File: config.mk
export PLATFORM = sky130hd
export DESIGN_NAME = bsi_top
export DESIGN_NICKNAME = d
export VERILOG_FILES = /design/src/core/bsi_pkg.sv /design/src/core/bsi_scan_if.sv /design/src/core/bsi_interval_timer.sv /design/src/core/bsi_top.sv
export SDC_FILE = /design/constraint.sdc
export NUM_CORES = 1
export LEC_CHECK = 0
export BUFFER_PORTS_ARGS = -buffer_cell sky130_fd_sc_hd__buf_4
export CORE_MARGIN = 8
export CORE_UTILIZATION = 53
export DETAILED_ROUTE_END_ITERATION = 7
export PLACE_DENSITY_LB_ADDON = 0.05
export SLEW_MARGIN = 20
export SYNTH_ARGS = -nofsm -noshare
export SYNTH_HDL_FRONTEND = slang
export SYNTH_SLANG_ARGS = --single-unit
File: constraint.sdc
create_clock -name core_clk -period 3.4 [get_ports core_clk]
set_input_delay 0.17 -clock core_clk [delete_from_list [all_inputs] [get_ports core_clk]]
set_output_delay 0.17 -clock core_clk [all_outputs]
set_load 0.02 [all_outputs]
File: src/core/bsi_pkg.sv
// package: register map, field layout and timing constants of the balance scan interlock
package bsi_pkg;
  localparam int unsigned CLK_HZ         = 200_000_000;
  localparam int unsigned INHIBIT_MS     = 10;
  localparam int unsigned INHIBIT_CYCLES = CLK_HZ / 1000 * INHIBIT_MS;
  localparam int unsigned CELLS          = 12;
  localparam int unsigned EXT_INPUTS     = 4;
  localparam int unsigned ADC_W          = 14;
  localparam int unsigned INTERVAL_W     = 4;

  // register byte offsets
  localparam logic [11:0] OFF_CTRL     = 12'h000;
  localparam logic [11:0] OFF_BAL      = 12'h004;
  localparam logic [11:0] OFF_FAULTCFG = 12'h008;
  localparam logic [11:0] OFF_LIMIT    = 12'h00C;
  localparam logic [11:0] OFF_OTFAULT  = 12'h010;
  localparam logic [11:0] OFF_STATUS   = 12'h014;
  localparam logic [11:0] OFF_EXT0     = 12'h020;

  // control register fields
  localparam int unsigned CTRL_SCAN_CONT = 0;
  localparam int unsigned CTRL_BALANCE_OFF_DURING_SCAN = 1;
  localparam int unsigned CTRL_BAL_EN    = 2;
  localparam int unsigned CTRL_SLEEP     = 3;
  // fault configuration fields
  localparam int unsigned FCFG_TEST_LSB  = 0;
  localparam int unsigned FCFG_IVAL_LSB  = 8;
  // status fields
  localparam int unsigned ST_OVERTEMP_SUMMARY_FLAG = 0;
  localparam int unsigned ST_INHIBIT     = 1;
  localparam int unsigned ST_SCANNING    = 2;
  localparam int unsigned ST_BAL_ACT     = 3;

  localparam logic [31:0] RST_CTRL       = 32'h0000_0000;
  localparam logic [31:0] RST_FAULTCFG   = 32'h0000_0000;
  localparam logic [ADC_W-1:0] RST_LIMIT = 14'h0000;
  localparam logic [ADC_W-1:0] OPEN_THRESH = 14'h3C00; // 15/16 of full scale

  typedef enum logic [2:0] {
    BSI_IDLE, BSI_WAIT, BSI_INHIBIT, BSI_CELLS, BSI_REST
  } bsi_state_type;
endpackage

File: src/core/bsi_scan_if.sv
// interface: scan sequencer handshake between top and timer
`timescale 1ns/10ps
interface bsi_scan_if;
  logic       start;
  logic [3:0] interval;
  logic       tick;
  modport ctl (output start, output interval, input tick);
  modport tmr (input start, input interval, output tick);
endinterface

File: src/core/bsi_interval_timer.sv
// scan interval timer producing the start pulse of each scan
`timescale 1ns/10ps
module bsi_interval_timer #(
  parameter int unsigned BASE_CYCLES = 200_000
) (
  // clock and reset
  input  wire logic   core_clk,
  input  wire logic   rst_n,
  // scan control
  bsi_scan_if.tmr     scan
);
  logic [31:0] base_q;
  logic [15:0] mult_q;

  // interval n spans 2^n base periods
  always_ff @(posedge core_clk or negedge rst_n) begin
    if (!rst_n) begin
      base_q <= 32'h0000_0000;
      mult_q <= 16'h0000;
      scan.tick <= 1'b0;
    end else begin
      scan.tick <= 1'b0;
      if (!scan.start) begin
        base_q <= 32'h0000_0000;
        mult_q <= 16'h0000;
      end else if (base_q >= BASE_CYCLES - 1) begin
        base_q <= 32'h0000_0000;
        if (mult_q >= (16'h0001 << scan.interval) - 16'h0001) begin
          mult_q    <= 16'h0000;
          scan.tick <= 1'b1;
        end else begin
          mult_q <= mult_q + 16'h0001;
        end
      end else begin
        base_q <= base_q + 32'h0000_0001;
      end
    end
  end
endmodule

File: src/core/bsi_top.sv
// top: balance / scan interlock with thermistor fault detection, APB slave
//
// What this block does
// - balancing may stay active while continuous scanning runs, unless inhibit option set.
// - continuous mode repeats cell and temperature scans at configured interval.
// - with inhibit bit set, balancing is off 10ms before and during cell scans.
// - after an inhibited cell scan, balancing is restored unchanged.
// - pull-up switches close on all four inputs while thermistor supply is active.
// - enabled input above 15/16 full scale sets its fault bit and summary flag.
// - enabled input below the limit register also sets the same fault bits.
// - sleep or shutdown forces every balancing gate drive off.
`timescale 1ns/10ps
module bsi_top #(
  parameter int unsigned INHIBIT_CYC = bsi_pkg::INHIBIT_CYCLES,
  parameter int unsigned BASE_CYC    = 200_000,
  parameter int unsigned CELL_CYC    = 46_800,
  parameter int unsigned TEMP_CYC    = 20_000
) (
  // clock and reset
  input  wire logic        core_clk,
  input  wire logic        rst_n,
  // apb slave
  input  wire logic        psel,
  input  wire logic        penable,
  input  wire logic        pwrite,
  input  wire logic [11:0] paddr,
  input  wire logic [31:0] pwdata,
  output logic      [31:0] prdata,
  output logic             pready,
  output logic             pslverr,
  // power mode pin
  input  wire logic        shutdown_pin,
  // converter results for the external inputs
  input  wire logic        ext_valid,
  input  wire logic [1:0]  ext_sel,
  input  wire logic [13:0] ext_value,
  // analog control
  output logic      [11:0] bal_gate_en,
  output logic             thermistor_supply_output,
  output logic      [3:0]  pullup_en,
  output logic             cell_scan_active,
  output logic             temp_scan_active
);
  // ----------------------------------------------------------------
  // registers
  // ----------------------------------------------------------------
  logic [31:0]        ctrl_q;
  logic [11:0]        bal_q;
  logic [31:0]        fcfg_q;
  logic [13:0]        limit_q;
  logic [3:0]         otf_q;
  logic [13:0]        ext_q [4];
  logic               shd_s1_q, shd_s2_q;
  bsi_pkg::bsi_state_type st_q;
  logic [31:0]        cnt_q;
  logic               wr_en, rd_en;
  logic [3:0]         overtemp_set;
  logic               scan_cont, balance_off_during_scan, sleep_mode;

  bsi_scan_if scan ();

  assign scan_cont  = ctrl_q[bsi_pkg::CTRL_SCAN_CONT];
  assign balance_off_during_scan = ctrl_q[bsi_pkg::CTRL_BALANCE_OFF_DURING_SCAN];
  assign sleep_mode = ctrl_q[bsi_pkg::CTRL_SLEEP] | shd_s2_q;
  assign scan.start    = scan_cont & ~sleep_mode;
  assign scan.interval = fcfg_q[bsi_pkg::FCFG_IVAL_LSB +: 4];

  bsi_interval_timer #(.BASE_CYCLES(BASE_CYC)) u_timer (
    .core_clk (core_clk),
    .rst_n    (rst_n),
    .scan     (scan)
  );

  // ----------------------------------------------------------------
  // pin synchroniser
  // ----------------------------------------------------------------
  always_ff @(posedge core_clk or negedge rst_n) begin
    if (!rst_n) begin
      shd_s1_q <= 1'b1;
      shd_s2_q <= 1'b1;
    end else begin
      shd_s1_q <= shutdown_pin;
      shd_s2_q <= shd_s1_q;
    end
  end

  // ----------------------------------------------------------------
  // apb slave
  // ----------------------------------------------------------------
  function automatic logic addr_ok(input logic [11:0] a);
    addr_ok = (a == bsi_pkg::OFF_CTRL) || (a == bsi_pkg::OFF_BAL) ||
              (a == bsi_pkg::OFF_FAULTCFG) || (a == bsi_pkg::OFF_LIMIT) ||
              (a == bsi_pkg::OFF_OTFAULT) || (a == bsi_pkg::OFF_STATUS) ||
              (a[11:4] == bsi_pkg::OFF_EXT0[11:4] && a[1:0] == 2'b00);
  endfunction

  assign pready  = 1'b1;
  assign wr_en   = psel & penable & pwrite;
  assign rd_en   = psel & ~penable & ~pwrite;
  assign pslverr = psel & penable & ~addr_ok(paddr);

  always_ff @(posedge core_clk or negedge rst_n) begin
    if (!rst_n) begin
      ctrl_q  <= bsi_pkg::RST_CTRL;
      bal_q   <= 12'h000;
      fcfg_q  <= bsi_pkg::RST_FAULTCFG;
      limit_q <= bsi_pkg::RST_LIMIT;
    end else if (wr_en) begin
      if (paddr == bsi_pkg::OFF_CTRL) begin
        ctrl_q <= {28'h000_0000, pwdata[3:0]};
      end else if (paddr == bsi_pkg::OFF_BAL) begin
        bal_q <= pwdata[11:0];
      end else if (paddr == bsi_pkg::OFF_FAULTCFG) begin
        fcfg_q <= {20'h0_0000, pwdata[11:8], 4'h0, pwdata[3:0]};
      end else if (paddr == bsi_pkg::OFF_LIMIT) begin
        limit_q <= pwdata[13:0];
      end
    end
  end

  // reads prepared at setup, held in the access phase
  always_ff @(posedge core_clk or negedge rst_n) begin
    if (!rst_n) begin
      prdata <= 32'h0000_0000;
    end else if (rd_en) begin
      if (paddr == bsi_pkg::OFF_CTRL) begin
        prdata <= ctrl_q;
      end else if (paddr == bsi_pkg::OFF_BAL) begin
        prdata <= {20'h0_0000, bal_q};
      end else if (paddr == bsi_pkg::OFF_FAULTCFG) begin
        prdata <= fcfg_q;
      end else if (paddr == bsi_pkg::OFF_LIMIT) begin
        prdata <= {18'h0_0000, limit_q};
      end else if (paddr == bsi_pkg::OFF_OTFAULT) begin
        prdata <= {28'h000_0000, otf_q};
      end else if (paddr == bsi_pkg::OFF_STATUS) begin
        prdata <= {28'h000_0000, |bal_gate_en, cell_scan_active | temp_scan_active,
                   st_q == bsi_pkg::BSI_INHIBIT ||
                   (balance_off_during_scan && st_q == bsi_pkg::BSI_CELLS),
                   |otf_q};
      end else if (addr_ok(paddr)) begin
        prdata <= {18'h0_0000, ext_q[paddr[3:2]]};
      end else begin
        prdata <= 32'h0000_0000;
      end
    end
  end

  // ----------------------------------------------------------------
  // scan sequencer
  // ----------------------------------------------------------------
  always_ff @(posedge core_clk or negedge rst_n) begin
    if (!rst_n) begin
      st_q  <= bsi_pkg::BSI_IDLE;
      cnt_q <= 32'h0000_0000;
    end else if (!scan.start) begin
      st_q  <= bsi_pkg::BSI_IDLE;
      cnt_q <= 32'h0000_0000;
    end else begin
      case (st_q)
        bsi_pkg::BSI_IDLE: begin
          st_q <= bsi_pkg::BSI_WAIT;
        end
        bsi_pkg::BSI_WAIT: begin
          cnt_q <= 32'h0000_0000;
          if (scan.tick) begin
            st_q <= balance_off_during_scan ? bsi_pkg::BSI_INHIBIT
                                            : bsi_pkg::BSI_CELLS;
          end
        end
        bsi_pkg::BSI_INHIBIT: begin
          // gives the balance devices time to turn off before measuring
          if (cnt_q >= INHIBIT_CYC - 1) begin
            cnt_q <= 32'h0000_0000;
            st_q  <= bsi_pkg::BSI_CELLS;
          end else begin
            cnt_q <= cnt_q + 32'h0000_0001;
          end
        end
        bsi_pkg::BSI_CELLS: begin
          if (cnt_q >= CELL_CYC - 1) begin
            cnt_q <= 32'h0000_0000;
            st_q  <= bsi_pkg::BSI_REST;
          end else begin
            cnt_q <= cnt_q + 32'h0000_0001;
          end
        end
        bsi_pkg::BSI_REST: begin
          if (cnt_q >= TEMP_CYC - 1) begin
            cnt_q <= 32'h0000_0000;
            st_q  <= bsi_pkg::BSI_WAIT;
          end else begin
            cnt_q <= cnt_q + 32'h0000_0001;
          end
        end
        default: begin
          st_q <= bsi_pkg::BSI_IDLE;
        end
      endcase
    end
  end

  assign cell_scan_active = (st_q == bsi_pkg::BSI_CELLS);
  assign temp_scan_active = (st_q == bsi_pkg::BSI_REST);

  // ----------------------------------------------------------------
  // balancing gate drive
  // ----------------------------------------------------------------
  // bal_q is never touched by the interlock, so pattern resumes as it was
  always_ff @(posedge core_clk or negedge rst_n) begin
    if (!rst_n) begin
      bal_gate_en <= 12'h000;
    end else if (sleep_mode || !ctrl_q[bsi_pkg::CTRL_BAL_EN]) begin
      bal_gate_en <= 12'h000;
    end else if (balance_off_during_scan &&
                 (st_q == bsi_pkg::BSI_INHIBIT || st_q == bsi_pkg::BSI_CELLS)) begin
      bal_gate_en <= 12'h000;
    end else begin
      bal_gate_en <= bal_q;
    end
  end

  // ----------------------------------------------------------------
  // external inputs and over-temperature faults
  // ----------------------------------------------------------------
  always_ff @(posedge core_clk or negedge rst_n) begin
    if (!rst_n) begin
      thermistor_supply_output <= 1'b0;
      pullup_en                <= 4'h0;
    end else begin
      thermistor_supply_output <= ~sleep_mode;
      pullup_en                <= {4{thermistor_supply_output}};
    end
  end

  always_comb begin
    overtemp_set = 4'h0;
    if (ext_valid && fcfg_q[bsi_pkg::FCFG_TEST_LSB + ext_sel] &&
        (ext_value > bsi_pkg::OPEN_THRESH || ext_value < limit_q)) begin
      overtemp_set[ext_sel] = 1'b1;
    end
  end

  // fault bits clear on write of ones; a new event wins over the clear
  always_ff @(posedge core_clk or negedge rst_n) begin
    if (!rst_n) begin
      otf_q <= 4'h0;
    end else if (wr_en && paddr == bsi_pkg::OFF_OTFAULT) begin
      otf_q <= (otf_q & ~pwdata[3:0]) | overtemp_set;
    end else begin
      otf_q <= otf_q | overtemp_set;
    end
  end

  always_ff @(posedge core_clk or negedge rst_n) begin
    if (!rst_n) begin
      ext_q <= '{default: 14'h0000};
    end else if (ext_valid) begin
      ext_q[ext_sel] <= ext_value;
    end
  end
endmodule

# == Word level (Yosys, flattened, before mapping) ==
# Cells that the tools add are included.
# totals
reg_bits,230
out_inout_bits,53
elab_cells,145
# classes
n_addsub,4
magnitude_cmp,13
eq_ne,16
n_shift,1
muxes,41
n_bitwise,21
n_reduce_logical,29
# ops
operator,count
2-to-1 mux 32 bit,6
2-to-1 mux 14 bit,10
one-hot mux 32 bit (4 select lines),1
"adder 32 x 1 -> 32 bit, second input constant",2
bitwise mux 56 bit,1
2-to-1 mux 16 bit,3
">= comparator 32 x 15 -> 1 bit, second input constant",1
">= comparator 32 x 16 -> 1 bit, second input constant",1
">= comparator 32 x 18 -> 1 bit, second input constant",1
">= comparator 32 x 21 -> 1 bit, second input constant",1
binary-select mux 14 bit (select 2 bit),1
demux 14 bit (select 2 bit),1
"== test 12 x 4 -> 1 bit, second input constant",2
"== test 12 x 5 -> 1 bit, second input constant",2
2-to-1 mux 12 bit,2
"adder 16 x 1 -> 16 bit, second input constant",1
>= comparator 16 bit,1
"left shift 1 x 4 -> 16 bit, first input constant",1
"subtractor 16 x 1 -> 16 bit, second input constant",1
2-to-1 mux 3 bit,5
one-hot mux 3 bit (5 select lines),1
"> comparator 14 bit, second input constant",1
less-than comparator 14 bit,1
"== test 12 x 3 -> 1 bit, second input constant",1
other kinds (35),77

# == Longest topological paths before layout ==
# Gate-level depths: netlist of the first run.
# logic_depth
depth_word,14
mapped_depth,17
mapped_depth_nobuf,14

# == Cells and area by module ==
# A second synthesis of the first run with hierarchy kept.
# hier_totals
hier_cells,1103
area_unflattened_um2,11210.8
# by_module_without_submodules
module,n_inst,cells_per_inst,area_per_inst_um2
bsi_top,1,819,8454.4
bsi_interval_timer,1,284,2756.4

# == Worst setup path before layout of the first run ==
# No wires, ideal clock.
# synth_timing
kind,register -> register
from,reg fcfg_q[9]
to,reg u_timer.mult_q[10]
setup_time_ns,0.121
t_arrival_ns,3.557
path_slack_ns,-0.278
path_stages_with_launch,16
period_less_slack_ns,3.678
cell_sequence,dfrtp_1 or2_2 or3_1 ha_1 clkbuf_1 nor4b_1 a21oi_1 o22a_1 ha_1 nand4_1 a2111oi_0 a21oi_1 nand2_1 clkbuf_1 o21ai_0 a22o_1
# synth_via
elab_chain_len,6
# synth_rtl
element,line_no,text
from (decl),bsi_top.sv:49,logic [31:0] fcfg_q;
from (signal assigned),bsi_top.sv:106,fcfg_q <= bsi_pkg::RST_FAULTCFG;
from (signal assigned),bsi_top.sv:114,"fcfg_q <= {20'h0_0000, pwdata[11:8], 4'h0, pwdata[3:0]};"
left shift 1 x 4 -> 16 bit,bsi_interval_timer.sv:28,if (mult_q >= (16'h0001 << scan.interval) - 16'h0001) begin
subtractor 16 x 1 -> 16 bit,bsi_interval_timer.sv:28,
>= comparator 16 bit,bsi_interval_timer.sv:28,
2-to-1 mux 16 bit,bsi_interval_timer.sv:28,
2-to-1 mux 16 bit,bsi_interval_timer.sv:26,end else if (base_q >= BASE_CYCLES - 1) begin
2-to-1 mux 16 bit,bsi_interval_timer.sv:23,if (!scan.start) begin
to (signal assigned),bsi_interval_timer.sv:32,mult_q <= mult_q + 16'h0001;
to (decl),bsi_interval_timer.sv:13,logic [15:0] mult_q;
# No other way between the ends. The select of a mux whose other input is x is not followed.
# A chain may end at the register's enable or synchronous reset.

# == Final worst setup path of the first run ==
# layout_timing
from,reg fcfg_q[8]
to,reg u_timer.mult_q[7]
# The elaborated chain is that of the path after synthesis.

==> results of run 1 <==
## worst min-delay path, delay by kind of cell
family                 cells  cell delay (ns)
and+or+nand+nor            1             0.10
buffers and inverters      1             0.11
AOI/OAI and AO/OA          2             0.23
## final timing paths
| path | startpoint | to | slack (ns) | cells past startpoint |
|---|---|---|---|---|
| setup / recovery | fcfg_q[8] | u_timer.mult_q[7] | 0.07 | 14 |
| max in group asynchronous | rst_n | bal_gate_en[3] | 2.19 | 3 |
| hold reg to reg | shd_s1_q | shd_s2_q | 0.38 | 0 |
| setup reg to reg | fcfg_q[8] | u_timer.mult_q[7] | 0.07 | 14 |
| min in group asynchronous | rst_n | u_timer.base_q[4] | 0.30 | 2 |
| hold / removal | paddr[4] | prdata[6] | 0.15 | 4 |
## placed cells by master (no fill, tap or decap), drive strengths merged, types with 10 or more instances in the layout
cell type,netlist,layout
clkbuf,37,34
ha,33,33
and3,23,23
a21oi,32,32
nor4,18,18
o21ai,63,63
and2,30,30
a22o,11,11
buf,31,112
nand3,42,42
inv,27,27
mux2,86,86
dfrtp,210,210
xor2,10,10
nand2,80,80
nor2,74,74
a221o,12,12
conb,2,34
nand4,11,11
nor3,15,15
mux4,17,17
a22oi,15,15
dlygate4sd3,0,33
## report_power, final
group / internal, mW / switching (mW) / total, mW
sequential: 2.66 / 0.0626 / 2.73
clock: 1.40 / 1.00 / 2.40
combinational: 0.245 / 0.220 / 0.465
total: 4.30 / 1.29 / 5.59
## flip-flops by register name, summed over array words and instances, names as in the netlist, 3 cells and up
signal,cells
u_timer.base_q,32
bal_q,12
cnt_q,32
fcfg_q,8
prdata,14
ext_q,56
bal_gate_en,12
limit_q,14
otf_q,4
ctrl_q,4
u_timer.mult_q,16
st_q,3
## cells by family (layout without fill, tap and decap cells)
kind of cell             after synthesis  after routing  synth area share (%)
buffers and inverters                 95            212                 4.335
adder cells (fa/ha/maj)               33             33                 3.856
multiplexers                         106            106                 12.90
XOR/XNOR                              19             19                 1.554
other                                  2             34               0.07013
flip-flops                           212            212                 49.56
AO/OA/AOI/OAI                        182            182                 11.34
AND/OR/NAND/NOR                      343            343                 16.38
## layer usage
layer,global-route usage [%],up-vias,wire [µm]
met4,5.793,0,644
li1,-,3821,-
met5,0,-,0
met2,34.26,146,12160
met3,3.904,43,1068
met1,29.59,3848,11870
## per-stage QoR
step                setup WS (ns)  util (%)
floorplan                0.003639         -
global placement          -0.1156     58.40
detailed placement        -0.1395     58.40
CTS                      0.006917     63.69
global route             -0.08156     63.96
finish                    0.06655     63.96
## layout make-up
class | instances | area [µm²] | area share [%]
clock buffer | 33 | 684.4 | 5.340
multi-input combinational | 717 | 5137 | 40.08
inverter | 27 | 101.3 | 0.7907
timing repair buffer | 146 | 1205 | 9.401
sequential | 212 | 5308 | 41.41
clock inverter | 6 | 43.79 | 0.3417
tap | 270 | 337.8 | 2.636
## repair_timing
item	CTS	global route
pin swaps	0	10
cloned	0	1
gates resized for setup	1	16
setup endpoints to repair	11	15
hold endpoints to repair	194	0
hold buffers	33	0
==> impl_metrics.env, run 1 <==
export IMPL_drive_gt1_share_pct=24.36
export IMPL_drtIter0Drc=376
export IMPL_synth_most_common_cell="dfrtp_1"
export IMPL_p_per_area_nw_per_um2=436.1
export IMPL_num_vias=7858
export IMPL_setup_worst_path_end_class="register"
export IMPL_fin_worst_skew_ns=0.01366
export IMPL_max_freq_mhz=300.0
export IMPL_path_clk_slew_ns=0.06
export IMPL_syn_to_final_growth_pct=19.69
export IMPL_placed_area_um2=11700
export IMPL_cellLeakagePower_nw=6.001
export IMPL_gr_total_overflow=0
export IMPL_cts_htree_levels=1
export IMPL_grt_pass1_wl_um=42820
export IMPL_max_cap_viol_count=0
export IMPL_synth_edf_count=0
export IMPL_max_stage_delay_ns=0.41
export IMPL_io_buffer_count=82
export IMPL_stdcell_count=1411
export IMPL_start_util_pct=53.44
export IMPL_finalCriticalPeriod_ns=3.333
export IMPL_status="complete, no violations"
export IMPL_setup_viol=0
export IMPL_fin_tns_setup_ns=0
export IMPL_ys_async_sr_fraction_pct=100.0
export IMPL_synth_top_area_share_pct=49.07
export IMPL_final_hold_violation_count=0
export IMPL_antenna_found_initial=0
export IMPL_max_slew_margin_pct=41.54
export IMPL_cts_inserted_buffers=24
export IMPL_die_area_um2=25010
export IMPL_crit_path_top_delay_cell="or3_4"
export IMPL_min_period_over_period_pct=98.04
export IMPL_dp_cells=1338
export IMPL_drt_pass1_iterations=8
export IMPL_clock_sinks=212
export IMPL_peakVddDrop_mv=0.3441
export IMPL_grt_max_degree=100
export IMPL_track_usage_pct=21.45
export IMPL_die_w_um=158.1
export IMPL_yosys_warnings=0
export IMPL_netlist_area_um2=10710
export IMPL_avgSynthCellArea_um2=10.80
export IMPL_rsz0062_at_grt="true"
export IMPL_antennaDiodeCount=0
export IMPL_drt_vias_per_instance=5.569
export IMPL_synth_top_cells_by_area="dfrtp_1 (49%), mux2_2 (9.0%), ha_1 (3.9%)"
export IMPL_die_y_um=158.1
export IMPL_grt_pass1_vias=8149
export IMPL_insertion_delay_ns=0.52
export IMPL_drv_slew=0
export IMPL_power_total_mw=5.590
export IMPL_drc=0
export IMPL_wl_per_cell_um=18.24
export IMPL_cts_setup_buffers=0
export IMPL_final_antenna_net_count=0
export IMPL_drt_total_wl_um=25740
export IMPL_core_um2=20040
export IMPL_critPathKind="register to register"
export IMPL_path_cells="or2_4, or3_4, ha_4, nor4b_2, a21oi_1, o22a_1, ha_1, nand4_1, a2111oi_4, a21oi_2, nand2_2, buf_6, o21ai_0, a22o_1"
export IMPL_timing_hold_ws_ns=0.1500
export IMPL_rows=52
export IMPL_num_nets_final=1228
export IMPL_dpl_hpwl_um=18180
export IMPL_ys_types=64
export IMPL_start_kind="register"
export IMPL_cp_top_family="simple AND/OR/NAND/NOR gates"
export IMPL_synthFlopType="dfrtp_1"
export IMPL_crit_required_ns=3.80
export IMPL_crit_fanout=6
export IMPL_io_pins=120
export IMPL_cp_arrival_ns=3.74
export IMPL_synth_largest_area_cell="dfrtp_1"
export IMPL_synth_commonest_cells="dfrtp_1 (210), mux2_2 (86), nand2_1 (80)"
export IMPL_postSynthCellCount=992
export IMPL_routabilityCongestion=0.8358
export IMPL_min_path_type="input port to register"
export IMPL_critPathBufInv=1
export IMPL_clk_path_buf_depth=3
export IMPL_ys_ff_latch=212
export IMPL_cts_root_buf="clkbuf_16"
export IMPL_fill_cells=1668
export IMPL_seq_area_frac_synth_pct=49.56
export IMPL_worstMarginPinSlew_ns=0.8743
export IMPL_design_area_um2=12820
export IMPL_cts_tree="yes"
(Power assumes the default switching activity.)
==> run 2, diff against run 1 <==
--- a/config.mk
+++ b/config.mk
@@ -6,10 +6,13 @@
 export NUM_CORES = 1
 export LEC_CHECK = 0
 export BUFFER_PORTS_ARGS = -buffer_cell sky130_fd_sc_hd__buf_4
+export CELL_PAD_IN_SITES_DETAIL_PLACEMENT = 1
+export CELL_PAD_IN_SITES_GLOBAL_PLACEMENT = 1
 export CORE_MARGIN = 8
-export CORE_UTILIZATION = 53
+export CORE_UTILIZATION = 42
 export DETAILED_ROUTE_END_ITERATION = 7
 export PLACE_DENSITY_LB_ADDON = 0.05
+export SKIP_LAST_GASP = 1
 export SLEW_MARGIN = 20
 export SYNTH_ARGS = -nofsm -noshare
 export SYNTH_HDL_FRONTEND = slang
==> impl_metrics.env, run 2 (synthesized netlist as in run 1, its figures left out) <==
export IMPL_status="finished, violations left"
export IMPL_violations="setup timing"
export IMPL_rsz0062_at_grt="true"
export IMPL_cts_htree_levels=1
export IMPL_grt_pass1_wl_um=47850
export IMPL_cts_inserted_buffers=25
export IMPL_num_vias=8080
export IMPL_top_layer="met4"
export IMPL_die_area_um2=30860
export IMPL_finalCriticalPeriod_ns=3.461
export IMPL_p_int_mw=4.496
export IMPL_cellLeakagePower_nw=6.083
export IMPL_combPwrFrac_pct=8.1
export IMPL_cts_tree="yes"
export IMPL_core_um2=25110
export IMPL_setup_viol=3
export IMPL_peakVddDrop_mv=0.5099
export IMPL_gr_total_overflow=0
export IMPL_largest_register="ext_q"
export IMPL_clk_path_buf_depth=3
export IMPL_p_sw_share_pct=23.17
export IMPL_die_w_um=175.7
export IMPL_power_frac_clock_pct=45.3
export IMPL_wl_met2_um=13660
export IMPL_drtIter0Drc=484
export IMPL_min_path_type="input port to register"
export IMPL_fin_worst_skew_ns=0.01235
export IMPL_stdcell_count=1483
export IMPL_clock_sinks=212
export IMPL_drv_slew=0
export IMPL_cts_root_buf="clkbuf_16"
export IMPL_grt_max_degree=70
export IMPL_final_antenna_net_count=0
export IMPL_route_met3_wl_um=1084
export IMPL_grt_pass1_vias=8568
export IMPL_track_usage_pct=19.09
export IMPL_largest_reg_flops=56
export IMPL_worst_slack_ns=-0.06059
export IMPL_drc=0
export IMPL_crit_fanout=4
export IMPL_io_buffer_count=82
export IMPL_insertion_delay_ns=0.54
export IMPL_io_pins=120
export IMPL_num_nets_final=1235
export IMPL_p_per_area_nw_per_um2=446.8
export IMPL_final_hold_violation_count=0
export IMPL_fin_tns_setup_ns=-0.06812
export IMPL_multiInputGateArea_um2=5225
export IMPL_crit_required_ns=3.82
export IMPL_start_kind="register"
export IMPL_max_slew_margin_pct=37.72
export IMPL_wirelength_met1_um=13830
export IMPL_timing_hold_ws_ns=0.1722
export IMPL_drt_pass1_iterations=5
export IMPL_min_period_over_period_pct=101.8
export IMPL_antenna_found_initial=1
export IMPL_final_util_pct=52.16
export IMPL_die_y_um=175.7
export IMPL_path_clk_slew_ns=0.06
export IMPL_max_freq_mhz=289.0
export IMPL_fill_cells=2712
export IMPL_p_switching_mw=1.356
export IMPL_mostFrequentLayoutCells="dfrtp_1 (210), buf_4 (112), mux2_2 (85), nand2_1 (79), nor2_1 (72)"
export IMPL_sequentialPowerShare_pct=46.6
export IMPL_top_regs="ext_q x56, cnt_q x32, u_timer.base_q x32"
export IMPL_rows=58
export IMPL_routabilityCongestion=0.7664
export IMPL_critPathKind="register to register"
export IMPL_start_util_pct=42.65
export IMPL_drt_total_wl_um=29260
export IMPL_power_total_mw=5.852
export IMPL_regArea_um2=5308
export IMPL_drt_vias_per_instance=5.448
export IMPL_setup_worst_path_end_class="register"
export IMPL_wl_per_cell_um=19.73
export IMPL_final_common_cell="dfrtp_1"
export IMPL_worstMarginPinSlew_ns=0.9341
export IMPL_syn_to_final_growth_pct=22.29
export IMPL_dpl_hpwl_um=20490
export IMPL_cp_arrival_ns=3.88
export IMPL_drive_gt1_share_pct=25.35
export IMPL_max_cap_viol_count=0
export IMPL_dp_cells=1400
run 2: final timing paths:
check                      depth (start not counted)  slack (ns)            endpoint       from
min in group asynchronous                          2        0.19   u_timer.base_q[4]      rst_n
setup / recovery                                  14       -0.06  u_timer.mult_q[11]  fcfg_q[8]
hold reg to reg                                    0        0.36            shd_s2_q   shd_s1_q
hold / removal                                     4        0.17           prdata[5]   paddr[4]
setup reg to reg                                  14       -0.06  u_timer.mult_q[11]  fcfg_q[8]
max in group asynchronous                          3        2.35           prdata[1]      rst_n
run 2: repair_timing:
item,CTS,global route
hold buffers,33,0
pin swaps,2,23
setup endpoints to repair,11,15
resized for setup,2,37
endpoints found under the hold margin,164,0
gates cloned,0,2
buffers inserted,1,2
run 2: critical path: stages, from the launching register on:
cell and delay, ns:
dfrtp_1 0.38, or2_4 0.25, or3_4 0.41, ha_4 0.18, nor4b_4 0.25, a21oi_2 0.05, o22a_1 0.17, ha_1 0.31
a21o_1 0.18, a211oi_2 0.25, o21a_1 0.19, nand2_2 0.10, buf_6 0.15, buf_4 0.16, o41ai_4 0.30
run 2: layer usage:
layer	GRT usage, %	vias up
met4	4.698	0
met2	30.41	147
li1	-	3818
met5	0	-
met3	2.813	38
met1	26.92	4077
run 2: power groups by stage:
stage	registers, mW	clock network (mW)	logic (mW)
floorplan	2.75	0	0.277
global placement	2.76	0	0.440
detailed placement	2.77	0	0.448
CTS	2.73	2.73	0.481
global route	2.75	2.80	0.519
finish	2.73	2.65	0.475
run 2: stage by stage:
step	worst slack, ns	cell area [µm²]
6_report	-0.06059	13100
5_1_grt	-0.2044	13100
4_1_cts	0.03066	12940
3_5_place_dp	-0.1546	11800
3_3_place_gp	-0.1490	11800
2_1_floorplan	0.003639	10870
run 2: layout make-up:
| class | instances | area share, % |
|---|---|---|
| Clock inverter | 3 | 0.6114 |
| Inverter | 27 | 0.7739 |
| Multi-Input combinational cell | 718 | 39.90 |
| Clock buffer | 41 | 5.465 |
| Sequential cell | 212 | 40.53 |
| Tap cell | 330 | 3.153 |
| Timing Repair Buffer | 151 | 9.554 |
| Antenna cell | 1 | 0.01911 |
